**config.mk**
```make
export PLATFORM = sky130hd
export DESIGN_NAME = serial_channel_uart_mode_ctrl
export DESIGN_NICKNAME = d
export VERILOG_FILES = /design/src/verilog/uart_mode_pkg.sv /design/src/verilog/uart_cfg_if.sv /design/src/verilog/serial_channel_uart_mode_ctrl.sv /design/src/verilog/uart_rx_engine.sv /design/src/verilog/uart_tx_engine.sv
export SDC_FILE = /design/constraint.sdc
export NUM_CORES = 1
export LEC_CHECK = 0
export BUFFER_PORTS_ARGS = -buffer_cell sky130_fd_sc_hd__buf_2
export CAP_MARGIN = 10
export CORE_MARGIN = 4
export CORE_UTILIZATION = 52
export CTS_CLUSTER_DIAMETER = 200
export CTS_CLUSTER_SIZE = 28
export DETAILED_ROUTE_END_ITERATION = 8
export GPL_TIMING_DRIVEN = 0
export MAX_ROUTING_LAYER = met4
export PLACE_DENSITY = 0.75
export SLEW_MARGIN = 20
export SYNTH_ARGS = -nofsm -noshare
export SYNTH_HDL_FRONTEND = slang
export SYNTH_SLANG_ARGS = --single-unit
```
**constraint.sdc**
```tcl
create_clock -name aclk -period 2.7 [get_ports aclk]
set_input_delay 0.135 -clock aclk [delete_from_list [all_inputs] [get_ports aclk]]
set_output_delay 0.135 -clock aclk [all_outputs]
set_load 0.01 [all_outputs]
```
**src/verilog/uart_mode_pkg.sv**
```systemverilog
// constants for the serial channel mode control and uart framing block
// assumes a single 40 mhz clock domain and an axi4-lite register port
package uart_mode_pkg;
  // register byte addresses
  localparam logic [15:0] async_mode_addr  = 16'hff70; // async mode register
  localparam logic [15:0] serial_mode_addr = 16'hff72; // serial mode register
  localparam logic [15:0] baud_gen_addr    = 16'hff74; // baud divider register
  localparam logic [15:0] tx_data_addr     = 16'hff78; // transmit data register
  localparam logic [15:0] rx_data_addr     = 16'hff7c; // receive buffer register
  localparam logic [15:0] status_addr      = 16'hff80; // status register
  localparam logic [15:0] bit_set_addr     = 16'hff84; // single-bit write port
  // reset values
  localparam logic [7:0]  mode_reset  = 8'h00; // both mode registers
  localparam logic [15:0] baud_reset  = 16'h0050; // 40 mhz / 500 kHz tick
  // async mode register fields
  localparam int unsigned txe_bit = 7;  // transmit enable
  localparam int unsigned rxe_bit = 6;  // receive enable
  localparam int unsigned ps_hi   = 5;  // parity select high
  localparam int unsigned ps_lo   = 4;  // parity select low
  localparam int unsigned cl_bit  = 3;  // character length
  localparam int unsigned sl_bit  = 2;  // stop length
  localparam int unsigned irm_bit = 1;  // error irq suppress
  localparam int unsigned sck_bit = 0;  // internal clock select
  // serial mode register fields
  localparam int unsigned three_wire_bit = 7; // three wire enable
  localparam logic [7:0]  serial_wmask   = 8'h86; // writable serial bits
  // parity encodings
  localparam logic [1:0] par_none = 2'h0; // no parity
  localparam logic [1:0] par_zero = 2'h1; // zero bit, no check
  localparam logic [1:0] par_odd  = 2'h2; // odd parity
  localparam logic [1:0] par_even = 2'h3; // even parity
  // timing: 16 ticks per bit
  localparam logic [3:0] os_last  = 4'hf; // last oversample tick
  localparam logic [3:0] os_mid   = 4'h7; // mid-bit sample tick
  localparam int unsigned midi_bps = 31250; // midi rate
  localparam int unsigned clk_hz   = 40000000; // system clock
  localparam logic [15:0] midi_div = 16'((clk_hz + 8 * midi_bps) / (16 * midi_bps));
  // axi responses
  localparam logic [1:0] resp_okay   = 2'h0; // okay
  localparam logic [1:0] resp_slverr = 2'h2; // unmapped
  // mode enumeration
  typedef enum logic [1:0] {mode_stop, mode_uart, mode_three_wire} chan_mode_t;
  // framing helper: parity over the active data bits
  function automatic logic calc_par(input logic [7:0] d, input logic eight,
                                    input logic [1:0] sel);
    logic p;
    p = ^d[6:0] ^ (eight & d[7]);
    case (sel)
      par_odd:  calc_par = ~p;
      par_even: calc_par = p;
      default:  calc_par = 1'b0;
    endcase
  endfunction
endpackage

```
**src/verilog/uart_cfg_if.sv**
```systemverilog
// framing configuration carried from the core to tx and rx engines
// assumes one clock; config driven by the core, results driven by the engines
`timescale 1ns/100ps
interface uart_cfg_if;
  logic       tick;        // 16x oversample tick
  logic       tx_en;       // transmit enabled in uart mode
  logic       rx_en;       // receive enabled in uart mode
  logic [1:0] par_sel;     // parity scheme
  logic       eight_bits;  // 8 data bits when high
  logic       two_stop;    // two stop bits on transmit
  logic       tx_start;    // one-cycle load request
  logic [7:0] tx_byte;     // byte to send
  logic       tx_busy;     // transmitter active
  logic       rx_done;     // one-cycle character received
  logic [7:0] rx_byte;     // received character
  logic       rx_perr;     // parity error
  logic       rx_ferr;     // framing error
  modport core (output tick, tx_en, rx_en, par_sel, eight_bits, two_stop, tx_start,
                tx_byte, input tx_busy, rx_done, rx_byte, rx_perr, rx_ferr);
  modport tx (input tick, tx_en, par_sel, eight_bits, two_stop, tx_start, tx_byte,
              output tx_busy);
  modport rx (input tick, rx_en, par_sel, eight_bits, output rx_done, rx_byte,
              rx_perr, rx_ferr);
endinterface

```
**src/verilog/serial_channel_uart_mode_ctrl.sv**
```systemverilog
// serial channel mode control with uart framing, axi4-lite registers
// assumes aclk 40 mhz, synchronous pins, one outstanding access per channel
`timescale 1ns/100ps
module serial_channel_uart_mode_ctrl (
  input  wire logic        aclk,          // system clock
  input  wire logic        aresetn,       // sync reset, active low
  input  wire logic [15:0] s_axi_awaddr,  // write address
  input  wire logic        s_axi_awvalid, // write address valid
  output logic             s_axi_awready, // write address ready
  input  wire logic [31:0] s_axi_wdata,   // write data
  input  wire logic [3:0]  s_axi_wstrb,   // write strobes
  input  wire logic        s_axi_wvalid,  // write data valid
  output logic             s_axi_wready,  // write data ready
  output logic [1:0]       s_axi_bresp,   // write response
  output logic             s_axi_bvalid,  // write response valid
  input  wire logic        s_axi_bready,  // write response ready
  input  wire logic [15:0] s_axi_araddr,  // read address
  input  wire logic        s_axi_arvalid, // read address valid
  output logic             s_axi_arready, // read address ready
  output logic [31:0]      s_axi_rdata,   // read data
  output logic [1:0]       s_axi_rresp,   // read response
  output logic             s_axi_rvalid,  // read valid
  input  wire logic        s_axi_rready,  // read ready
  input  wire logic        rxd,           // serial receive pin
  input  wire logic        ext_baud_clock_pin, // external baud clock input
  output logic             txd_q,         // serial transmit pin
  output logic             txd_oe_q,      // transmit pin driven
  output logic             rx_pin_used_q, // receive pin owned by channel
  output logic             clk_pin_used_q, // clock pin owned by channel
  output logic             rx_irq_q       // reception-complete request pulse
);
  uart_cfg_if cfg ();     // link to engines
  logic [7:0]  am_q, am_d;     // async mode register
  logic [7:0]  sm_q, sm_d;     // serial mode register
  logic [15:0] bd_q, bd_d;     // baud divider
  logic [7:0]  rb_q, rb_d;     // receive buffer
  logic        full_q, full_d; // receive buffer holds data
  logic        ovr_q, ovr_d;   // overrun flag
  logic        pe_q, pe_d;     // parity error flag
  logic        fe_q, fe_d;     // framing error flag
  logic        go_q, go_d;     // transmit load pulse
  logic [7:0]  tb_q, tb_d;     // transmit byte
  logic [15:0] dv_q, dv_d;     // tick divider count
  logic        ek_q, ek_d;     // previous external clock level
  logic        tk_q, tk_d;     // tick
  logic        irq_d;          // next irq pulse
  logic        txo_d, oe_d, rxu_d, cku_d; // next pin outputs
  logic        aw_q, aw_d;     // address held
  logic        w_q, w_d;       // data held
  logic [15:0] wa_q, wa_d;     // held write address
  logic [31:0] wd_q, wd_d;     // held write data
  logic [3:0]  ws_q, ws_d;     // held strobes
  logic        bv_q, bv_d;     // bvalid
  logic [1:0]  br_q, br_d;     // bresp
  logic        rv_q, rv_d;     // rvalid
  logic [31:0] rd_q, rd_d;     // rdata
  logic [1:0]  rr_q, rr_d;     // rresp
  logic        do_wr;          // write commits this cycle
  logic        rd_buf;         // receive buffer read this cycle
  logic        mapped_w;       // write address mapped
  uart_mode_pkg::chan_mode_t mode; // current mode
  logic        txd_eng;        // engine line

  // decodes register addresses into the map
  function automatic logic is_mapped(input logic [15:0] a);
    is_mapped = (a == uart_mode_pkg::async_mode_addr) ||
                (a == uart_mode_pkg::serial_mode_addr) ||
                (a == uart_mode_pkg::baud_gen_addr) ||
                (a == uart_mode_pkg::tx_data_addr) ||
                (a == uart_mode_pkg::rx_data_addr) ||
                (a == uart_mode_pkg::status_addr) ||
                (a == uart_mode_pkg::bit_set_addr);
  endfunction

  // mode from the two enable groups
  always_comb begin
    if (sm_q[uart_mode_pkg::three_wire_bit]) begin
      mode = uart_mode_pkg::mode_three_wire;
    end else if (am_q[uart_mode_pkg::txe_bit] || am_q[uart_mode_pkg::rxe_bit]) begin
      mode = uart_mode_pkg::mode_uart;
    end else begin
      mode = uart_mode_pkg::mode_stop;
    end
  end

  // configuration to engines
  assign cfg.tx_en      = (mode == uart_mode_pkg::mode_uart) && am_q[uart_mode_pkg::txe_bit];
  assign cfg.rx_en      = (mode == uart_mode_pkg::mode_uart) && am_q[uart_mode_pkg::rxe_bit];
  assign cfg.par_sel    = am_q[uart_mode_pkg::ps_hi:uart_mode_pkg::ps_lo];
  assign cfg.eight_bits = am_q[uart_mode_pkg::cl_bit];
  assign cfg.two_stop   = am_q[uart_mode_pkg::sl_bit];
  assign cfg.tx_start   = go_q;
  assign cfg.tx_byte    = tb_q;
  assign cfg.tick       = tk_q;

  uart_tx_engine u_tx (
    .aclk    (aclk),
    .aresetn (aresetn),
    .cfg     (cfg.tx),
    .txd_q   (txd_eng)
  );
  uart_rx_engine u_rx (
    .aclk    (aclk),
    .aresetn (aresetn),
    .rxd     (rxd),
    .cfg     (cfg.rx)
  );

  // baud tick: system clock or external pin edges, divided by bd_q
  always_comb begin
    ek_d = ext_baud_clock_pin;
    tk_d = 1'b0;
    dv_d = dv_q;
    if (am_q[uart_mode_pkg::sck_bit] || (ext_baud_clock_pin && !ek_q)) begin
      if (dv_q >= bd_q - 16'h0001) begin // divider can reach midi rate
        dv_d = 16'h0000;
        tk_d = 1'b1;
      end else begin
        dv_d = dv_q + 16'h0001;
      end
    end
  end

  // pins released outside uart use
  always_comb begin
    txo_d = cfg.tx_en ? txd_eng : 1'b1;
    oe_d  = cfg.tx_en;
    rxu_d = cfg.rx_en;
    cku_d = (mode == uart_mode_pkg::mode_uart) && !am_q[uart_mode_pkg::sck_bit];
  end

  // axi write channel
  assign do_wr    = aw_q && w_q && !bv_q;
  assign mapped_w = is_mapped(wa_q);
  always_comb begin
    aw_d = aw_q;
    w_d  = w_q;
    wa_d = wa_q;
    wd_d = wd_q;
    ws_d = ws_q;
    bv_d = bv_q;
    br_d = br_q;
    if (s_axi_awvalid && !aw_q) begin
      aw_d = 1'b1;
      wa_d = s_axi_awaddr;
    end
    if (s_axi_wvalid && !w_q) begin
      w_d  = 1'b1;
      wd_d = s_axi_wdata;
      ws_d = s_axi_wstrb;
    end
    if (do_wr) begin
      aw_d = 1'b0;
      w_d  = 1'b0;
      bv_d = 1'b1;
      br_d = mapped_w ? uart_mode_pkg::resp_okay : uart_mode_pkg::resp_slverr;
    end
    if (bv_q && s_axi_bready) begin
      bv_d = 1'b0;
    end
  end

  // axi read channel
  assign rd_buf = s_axi_arvalid && !rv_q && (s_axi_araddr == uart_mode_pkg::rx_data_addr);
  always_comb begin
    rv_d = rv_q;
    rd_d = rd_q;
    rr_d = rr_q;
    if (s_axi_arvalid && !rv_q) begin
      rv_d = 1'b1;
      rr_d = is_mapped(s_axi_araddr) ? uart_mode_pkg::resp_okay : uart_mode_pkg::resp_slverr;
      case (s_axi_araddr)
        uart_mode_pkg::async_mode_addr:  rd_d = {24'h000000, am_q};
        uart_mode_pkg::serial_mode_addr: rd_d = {24'h000000, sm_q};
        uart_mode_pkg::baud_gen_addr:    rd_d = {16'h0000, bd_q};
        uart_mode_pkg::rx_data_addr:     rd_d = {24'h000000, rb_q};
        uart_mode_pkg::status_addr:
          rd_d = {25'h0, cfg.tx_busy, mode, full_q, pe_q, fe_q, ovr_q};
        default:                         rd_d = 32'h00000000;
      endcase
    end else if (rv_q && s_axi_rready) begin
      rv_d = 1'b0;
    end
  end

  // register file, receive flags and irq
  always_comb begin
    am_d   = am_q;
    sm_d   = sm_q;
    bd_d   = bd_q;
    tb_d   = tb_q;
    go_d   = 1'b0;
    rb_d   = rb_q;
    full_d = full_q;
    ovr_d  = ovr_q;
    pe_d   = pe_q;
    fe_d   = fe_q;
    irq_d  = 1'b0;
    if (do_wr && ws_q[0]) begin
      case (wa_q)
        uart_mode_pkg::async_mode_addr:  am_d = wd_q[7:0]; // byte write
        uart_mode_pkg::serial_mode_addr: sm_d = wd_q[7:0] & uart_mode_pkg::serial_wmask;
        uart_mode_pkg::baud_gen_addr:    bd_d = (wd_q[15:0] == 16'h0000) ?
                                                uart_mode_pkg::midi_div : wd_q[15:0];
        uart_mode_pkg::tx_data_addr: begin
          tb_d = wd_q[7:0];
          go_d = !cfg.tx_busy;
        end
        uart_mode_pkg::bit_set_addr: begin // single bit: [3]=reg, [2:0]=bit, [4]=value
          if (wd_q[3]) begin
            sm_d[wd_q[2:0]] = wd_q[4];
            sm_d = sm_d & uart_mode_pkg::serial_wmask;
          end else begin
            am_d[wd_q[2:0]] = wd_q[4];
          end
        end
        default: ;
      endcase
    end
    if (rd_buf) begin
      full_d = 1'b0;
      ovr_d  = 1'b0; // buffer read clears overrun
    end
    if (cfg.rx_done) begin // set beats clear
      rb_d   = cfg.rx_byte;
      pe_d   = cfg.rx_perr;
      fe_d   = cfg.rx_ferr;
      if (full_q && !rd_buf) begin
        ovr_d = 1'b1;
      end
      full_d = 1'b1;
      irq_d  = !((cfg.rx_perr || cfg.rx_ferr || (full_q && !rd_buf)) &&
                 am_q[uart_mode_pkg::irm_bit]);
    end
  end

  // all registers
  always_ff @(posedge aclk) begin
    if (!aresetn) begin
      am_q <= uart_mode_pkg::mode_reset;
      sm_q <= uart_mode_pkg::mode_reset;
      bd_q <= uart_mode_pkg::baud_reset;
      tb_q <= 8'h00;
      go_q <= 1'b0;
      rb_q <= 8'h00;
      full_q <= 1'b0;
      ovr_q <= 1'b0;
      pe_q <= 1'b0;
      fe_q <= 1'b0;
      dv_q <= 16'h0000;
      ek_q <= 1'b0;
      tk_q <= 1'b0;
      aw_q <= 1'b0;
      w_q  <= 1'b0;
      wa_q <= 16'h0000;
      wd_q <= 32'h00000000;
      ws_q <= 4'h0;
      bv_q <= 1'b0;
      br_q <= uart_mode_pkg::resp_okay;
      rv_q <= 1'b0;
      rd_q <= 32'h00000000;
      rr_q <= uart_mode_pkg::resp_okay;
      txd_q <= 1'b1;
      txd_oe_q <= 1'b0;
      rx_pin_used_q <= 1'b0;
      clk_pin_used_q <= 1'b0;
      rx_irq_q <= 1'b0;
    end else begin
      am_q <= am_d;
      sm_q <= sm_d;
      bd_q <= bd_d;
      tb_q <= tb_d;
      go_q <= go_d;
      rb_q <= rb_d;
      full_q <= full_d;
      ovr_q <= ovr_d;
      pe_q <= pe_d;
      fe_q <= fe_d;
      dv_q <= dv_d;
      ek_q <= ek_d;
      tk_q <= tk_d;
      aw_q <= aw_d;
      w_q  <= w_d;
      wa_q <= wa_d;
      wd_q <= wd_d;
      ws_q <= ws_d;
      bv_q <= bv_d;
      br_q <= br_d;
      rv_q <= rv_d;
      rd_q <= rd_d;
      rr_q <= rr_d;
      txd_q <= txo_d;
      txd_oe_q <= oe_d;
      rx_pin_used_q <= rxu_d;
      clk_pin_used_q <= cku_d;
      rx_irq_q <= irq_d;
    end
  end

  // axi outputs from flops
  assign s_axi_awready = !aw_q;
  assign s_axi_wready  = !w_q;
  assign s_axi_bvalid  = bv_q;
  assign s_axi_bresp   = br_q;
  assign s_axi_arready = !rv_q;
  assign s_axi_rvalid  = rv_q;
  assign s_axi_rdata   = rd_q;
  assign s_axi_rresp   = rr_q;
endmodule

```
**src/verilog/uart_rx_engine.sv**
```systemverilog
// receive sampler: mid-bit sampling, parity and single stop check
// assumes rxd is synchronous to aclk
`timescale 1ns/100ps
module uart_rx_engine (
  input  wire logic aclk,    // system clock
  input  wire logic aresetn, // sync reset, active low
  input  wire logic rxd,     // serial input
  uart_cfg_if.rx    cfg      // config and results
);
  typedef enum {sr_idle, sr_start, sr_data, sr_par, sr_stop} rx_state_t;
  rx_state_t  st_q, st_d;    // state
  logic [3:0] os_q, os_d;    // oversample count
  logic [3:0] n_q, n_d;      // bit count
  logic [7:0] sh_q, sh_d;    // shifter
  logic       pe_q, pe_d;    // parity error
  logic       fe_q, fe_d;    // framing error
  logic       dn_q, dn_d;    // done pulse
  assign cfg.rx_done = dn_q;
  assign cfg.rx_byte = sh_q;
  assign cfg.rx_perr = pe_q;
  assign cfg.rx_ferr = fe_q;
  // next-state logic
  always_comb begin
    st_d = st_q;
    os_d = os_q;
    n_d  = n_q;
    sh_d = sh_q;
    pe_d = pe_q;
    fe_d = fe_q;
    dn_d = 1'b0;
    if (!cfg.rx_en) begin
      st_d = sr_idle;
    end else if (cfg.tick) begin
      os_d = os_q + 4'h1;
      case (st_q)
        sr_idle: begin
          os_d = 4'h0;
          if (!rxd) begin // start edge
            st_d = sr_start;
          end
        end
        sr_start: if (os_q == uart_mode_pkg::os_mid) begin
          os_d = 4'h0;
          n_d  = 4'h0;
          sh_d = 8'h00;
          st_d = rxd ? sr_idle : sr_data;
        end
        sr_data: if (os_q == uart_mode_pkg::os_last) begin
          n_d = n_q + 4'h1;
          if (cfg.eight_bits) begin
            sh_d = {rxd, sh_q[7:1]};
          end else begin
            sh_d = {1'b0, rxd, sh_q[6:1]};
          end
          if (n_q == (cfg.eight_bits ? 4'h7 : 4'h6)) begin
            st_d = (cfg.par_sel == uart_mode_pkg::par_none) ? sr_stop : sr_par;
          end
        end
        sr_par: if (os_q == uart_mode_pkg::os_last) begin
          st_d = sr_stop;
          // zero-parity scheme is never checked
          pe_d = (cfg.par_sel[1]) &&
                 (rxd != uart_mode_pkg::calc_par(sh_q, cfg.eight_bits, cfg.par_sel));
        end
        sr_stop: if (os_q == uart_mode_pkg::os_last) begin
          st_d = sr_idle; // one stop checked only
          fe_d = !rxd;
          dn_d = 1'b1;
          if (cfg.par_sel == uart_mode_pkg::par_none || cfg.par_sel == uart_mode_pkg::par_zero)
          begin
            pe_d = 1'b0;
          end
        end
        default: st_d = sr_idle;
      endcase
    end
  end
  // registers
  always_ff @(posedge aclk) begin
    if (!aresetn) begin
      st_q <= sr_idle;
      os_q <= 4'h0;
      n_q  <= 4'h0;
      sh_q <= 8'h00;
      pe_q <= 1'b0;
      fe_q <= 1'b0;
      dn_q <= 1'b0;
    end else begin
      st_q <= st_d;
      os_q <= os_d;
      n_q  <= n_d;
      sh_q <= sh_d;
      pe_q <= pe_d;
      fe_q <= fe_d;
      dn_q <= dn_d;
    end
  end
endmodule

```
**src/verilog/uart_tx_engine.sv**
```systemverilog
// transmit shifter: start, data, optional parity, one or two stops
// assumes the core holds the config stable while busy
`timescale 1ns/100ps
module uart_tx_engine (
  input  wire logic aclk,    // system clock
  input  wire logic aresetn, // sync reset, active low
  uart_cfg_if.tx    cfg,     // config and load
  output logic      txd_q    // serial output, idle high
);
  typedef enum {st_idle, st_start, st_data, st_par, st_stop} tx_state_t;
  tx_state_t  st_q, st_d;     // state
  logic [3:0] os_q, os_d;     // oversample count
  logic [3:0] n_q, n_d;       // bit count
  logic [7:0] sh_q, sh_d;     // shifter
  logic       p_q, p_d;       // parity bit to send
  logic       o_d;            // next line level
  assign cfg.tx_busy = (st_q != st_idle);
  // next-state logic
  always_comb begin
    st_d = st_q;
    os_d = os_q;
    n_d  = n_q;
    sh_d = sh_q;
    p_d  = p_q;
    o_d  = txd_q;
    if (st_q == st_idle) begin
      o_d = 1'b1;
      if (cfg.tx_start && cfg.tx_en) begin // start bit first
        st_d = st_start;
        sh_d = cfg.tx_byte;
        p_d  = uart_mode_pkg::calc_par(cfg.tx_byte, cfg.eight_bits, cfg.par_sel);
        os_d = 4'h0;
        o_d  = 1'b0;
      end
    end else if (cfg.tick) begin
      os_d = os_q + 4'h1;
      if (os_q == uart_mode_pkg::os_last) begin
        case (st_q)
          st_start: begin
            st_d = st_data;
            n_d  = 4'h0;
            o_d  = sh_q[0];
          end
          st_data: begin
            sh_d = {1'b0, sh_q[7:1]};
            n_d  = n_q + 4'h1;
            if (n_q == (cfg.eight_bits ? 4'h7 : 4'h6)) begin // 7 or 8 data
              if (cfg.par_sel != uart_mode_pkg::par_none) begin
                st_d = st_par;
                o_d  = p_q;
              end else begin
                st_d = st_stop;
                n_d  = 4'h0;
                o_d  = 1'b1;
              end
            end else begin
              o_d = sh_q[1];
            end
          end
          st_par: begin
            st_d = st_stop;
            n_d  = 4'h0;
            o_d  = 1'b1;
          end
          st_stop: begin
            n_d = n_q + 4'h1;
            if (!cfg.two_stop || n_q != 4'h0) begin // one or two stops
              st_d = st_idle;
            end
          end
          default: st_d = st_idle;
        endcase
      end
    end
  end
  // registers
  always_ff @(posedge aclk) begin
    if (!aresetn) begin
      st_q  <= st_idle;
      os_q  <= 4'h0;
      n_q   <= 4'h0;
      sh_q  <= 8'h00;
      p_q   <= 1'b0;
      txd_q <= 1'b1;
    end else begin
      st_q  <= st_d;
      os_q  <= os_d;
      n_q   <= n_d;
      sh_q  <= sh_d;
      p_q   <= p_d;
      txd_q <= o_d;
    end
  end
endmodule
```
==> flow_summary.ini <==
[outcome]
status = finished, violations left
violations = setup timing

[placement]
placedCellCount = 1338
portBuffers = 84
dpl_worst_slack_ps = -429
dp.final_hpwl_um = 15700
gp_congestion = 0.892

[detailed_routing]
drt-initial-drc-count = 735
drcViolationCount = 0
avgViaCountPerCell = 5.62
wire_per_inst_um = 16.1
vias = 8011
wl_um = 22900
drtAntennaViolNets = 0
drt_pre_antenna_iters = 5

[sta]
maxSlewViolCount = 0
setup_violations = 14
rsz0062_at_grt = yes
hold_viol = 0
worst_slack_ps = -80.6
period_minus_slack_ps = 2780
timing.fmax_ghz = 0.360
tns_ps = -768
tightest_slew_ps = 870
fin_crit_sh_pct = 103
clock_skew_ps = 9.56
slew_headroom_pct = 42.0

[die]
core_sq_um = 15900
rows = 46
chipHeight_um = 136
ios = 123
dieArea_sq_um = 18400
initial_core_util_pct = 53.3
die_w_um = 136

[min_path]
min_path_type = in2reg

[power]
clock_power_share_pct = 44.6
p_leak_nw = 4.04
switching_share_pct = 24.7
power_mw = 5.36
p_seq_share_pct = 48.0
switchingPower_mw = 1.32
peakVddDrop_v = 0.000493
power.internal_mw = 4.03
comb_power_share_pct = 7.4
p_per_area_nw_per_um2 = 504

[worst_setup_path]
crit_family = simple AND/OR/NAND/NOR gates
cp_common_cell = nor3_4
start_kind = flip-flop
path_cells = or3_4 -> nor3_4 -> nand2_1 -> nor4_2 -> xnor2_1 -> ha_1 -> a211oi_2 -> o21bai_2 -> o311a_4 -> clkbuf_16 -> nor3_4
critPathRequiredTime_ps = 3060
critical-path-slowest-cell = o311a_4
critical_path_buf_inv_count = 1
setup.worst_path.end_class = flip-flop
critPathMaxStageDelay_ps = 420
crit_type = reg2reg
crit_fanout = 5
crit_arrival_ps = 3140

[synthesis]
synthFlopType = dfxtp_1
yosysUniqueCellTypes = 73
synth-edff-count = 0
postSynthAreaPerCell_sq_um = 8.29
ys_ff_latch = 169
yosysWarnings = 0
syn_inst = 1021
async_flop_share_pct = 0
synth_area_sq_um = 8460
ys_seq_area_share_pct = 40.0

[global_route]
global_route.usage.total_pct = 25.9
grt_pass1_wl_um = 37400
grt_pass1_vias = 7492
antenna_found_initial = 0
overflow = 0
grt_max_degree = 17

[final_layout]
n_fill_cell = 1298
syn_to_final_growth_pct = 25.7
antenna_cells = 0
drive_above_1_share_pct = 18.7
final-instance-count-excl-fill = 1426
fin_nets = 1297

[cts]
cts.sinks = 169
htree_levels = 4
clk_latency_ps = 440
cts_buffers = 17
clockBufferDepth = 2
cts-root-buf = clkbuf_16
cts_tree = done
path_clk_slew_ps = 70

[job]
maxCapViolCount = 0
## what timing repair did
item | 4_1_cts | 5_1_grt
endpoints found under the hold margin | 39 | 0
buffers inserted | 13 | 3
gates resized for setup | 27 | 14
pin swaps | 19 | 15
gates cloned | 2 | 0
hold buffers | 40 | 0
setup endpoints to repair | 17 | 17
## through the flow
step,hold WS [ps],instance area [sq um],utilization [%]
6_report,119,10600,66.9
5_1_grt,144,10600,66.9
4_1_cts,108,10600,66.4
3_5_place_dp,325,9340,58.8
3_3_place_gp,322,9340,58.8
2_1_floorplan,231,8650,-
## per-layer routing
| metal | wire, um | GRT usage (%) |
|---|---|---|
| met2 | 10700 | 41.5 |
| met5 | 0 | - |
| met3 | 1440 | 4.09 |
| met4 | 529 | 9.52 |
| met1 | 10300 | 33.2 |
## sequential cells by signal, summed over array words and instances, names as in the netlist, 8 cells and up
name / count
bd_q: 16
dv_q: 16
s_axi_rdata: 16
wa_q: 16
wd_q: 16
am_q: 8
cfg.tx_byte: 8
rb_q: 8
u_rx.cfg.rx_byte: 8
u_tx.sh_q: 8
## area by class of cell
class                      instances  area (sq um)  share of cell area, %
inverter                          23          86.3                  0.812
buffer                            75           397                   3.73
clock buffer                      20           457                   4.30
multi-input combinational        770          4930                   46.4
clock inverter                    12           114                   1.07
sequential                       169          3400                   32.0
timing repair buffer             141           981                   9.23
tap                              216           270                   2.54
## Yosys cell counts, drive strengths merged (4+ instances only)
master	n	share of area (%)
dfxtp	169	40
nand2	165	7.3
nor2	94	4.2
a21oi	85	5.1
clkbuf	50	2.2
nor3	39	2.3
nand3	35	2.1
xnor2	34	3.5
o21ai	27	1.6
buf	26	2.1
mux2i	24	2.8
xor2	24	2.5
ha	23	3.4
inv	23	1.0
nand4	19	1.4
a211oi	14	1.2
nor2b	12	0.89
a22oi	10	0.89
nor4	10	1.1
nand4b	9	0.93
a311oi	8	0.98
nand2b	8	0.59
o2111ai	7	0.72
or3	7	0.58
or4	7	0.67
a31oi	6	0.44
and3	6	0.44
nor3b	6	0.65
a21o	5	0.44
a22o	5	0.52
and2	5	0.37
and4	5	0.52
o31ai	5	0.44
o221a	4	0.53
## cell usage in the layout (no fill, tap or decap), drive strengths merged, types with 7 or more instances in the layout
cell         count
a22oi           10
nand2b           8
xor2            24
nor4            10
nand3           35
nand4           19
nand2          165
ha              23
a211oi          14
or3              7
nor2b           12
or4              7
nor3            39
o21ai           27
conb            18
buf            125
inv             28
nand4b           9
o2111ai          7
clkbuf          71
dfxtp          169
mux2i           24
dlygate4sd3     40
a311oi           8
xnor2           34
a21oi           85
nor2            94
## power groups by stage
stage                     clock, mW  combinational [mW]  sequential (mW)
after floorplan                   0               0.209             2.62
after global placement            0               0.324             2.63
after detailed placement          0               0.328             2.63
after CTS                      2.40               0.382             2.57
after global routing           2.51               0.434             2.58
final                          2.39               0.395             2.57
## worst register-to-register path, stage by stage (launching register included)
cell and delay (ps):
dfxtp_2 330, or3_4 410, nor3_4 140, nand2_1 100
nor4_2 180, xnor2_1 130, ha_1 340, a211oi_2 210
o21bai_2 110, o311a_4 420, clkbuf_16 190, nor3_4 150
## cell families after synthesis
logic type / Yosys count / synth area share [%]
xor gates and xnor gates: 59 / 6.27
adders and majority gates: 23 / 3.40
other: 1 / 0.0443
buffers and inverters: 99 / 5.38
DFF: 169 / 40.0
muxes: 27 / 3.24
and+or+nand+nor: 442 / 25.8
AOI/OAI and AO/OA: 201 / 15.8
## worst paths after layout
path	end	start	slack (ps)	cells past startpoint
worst max-delay path	dv_q[3]	bd_q[4]	-80	11
worst min-delay path	s_axi_rdata[7]	s_axi_araddr[0]	120	3
worst max register to register	dv_q[3]	bd_q[4]	-80	11
worst min register to register	txd_q	u_tx.txd_q	440	1
No activity file was read; power rests on OpenSTA's default activity.
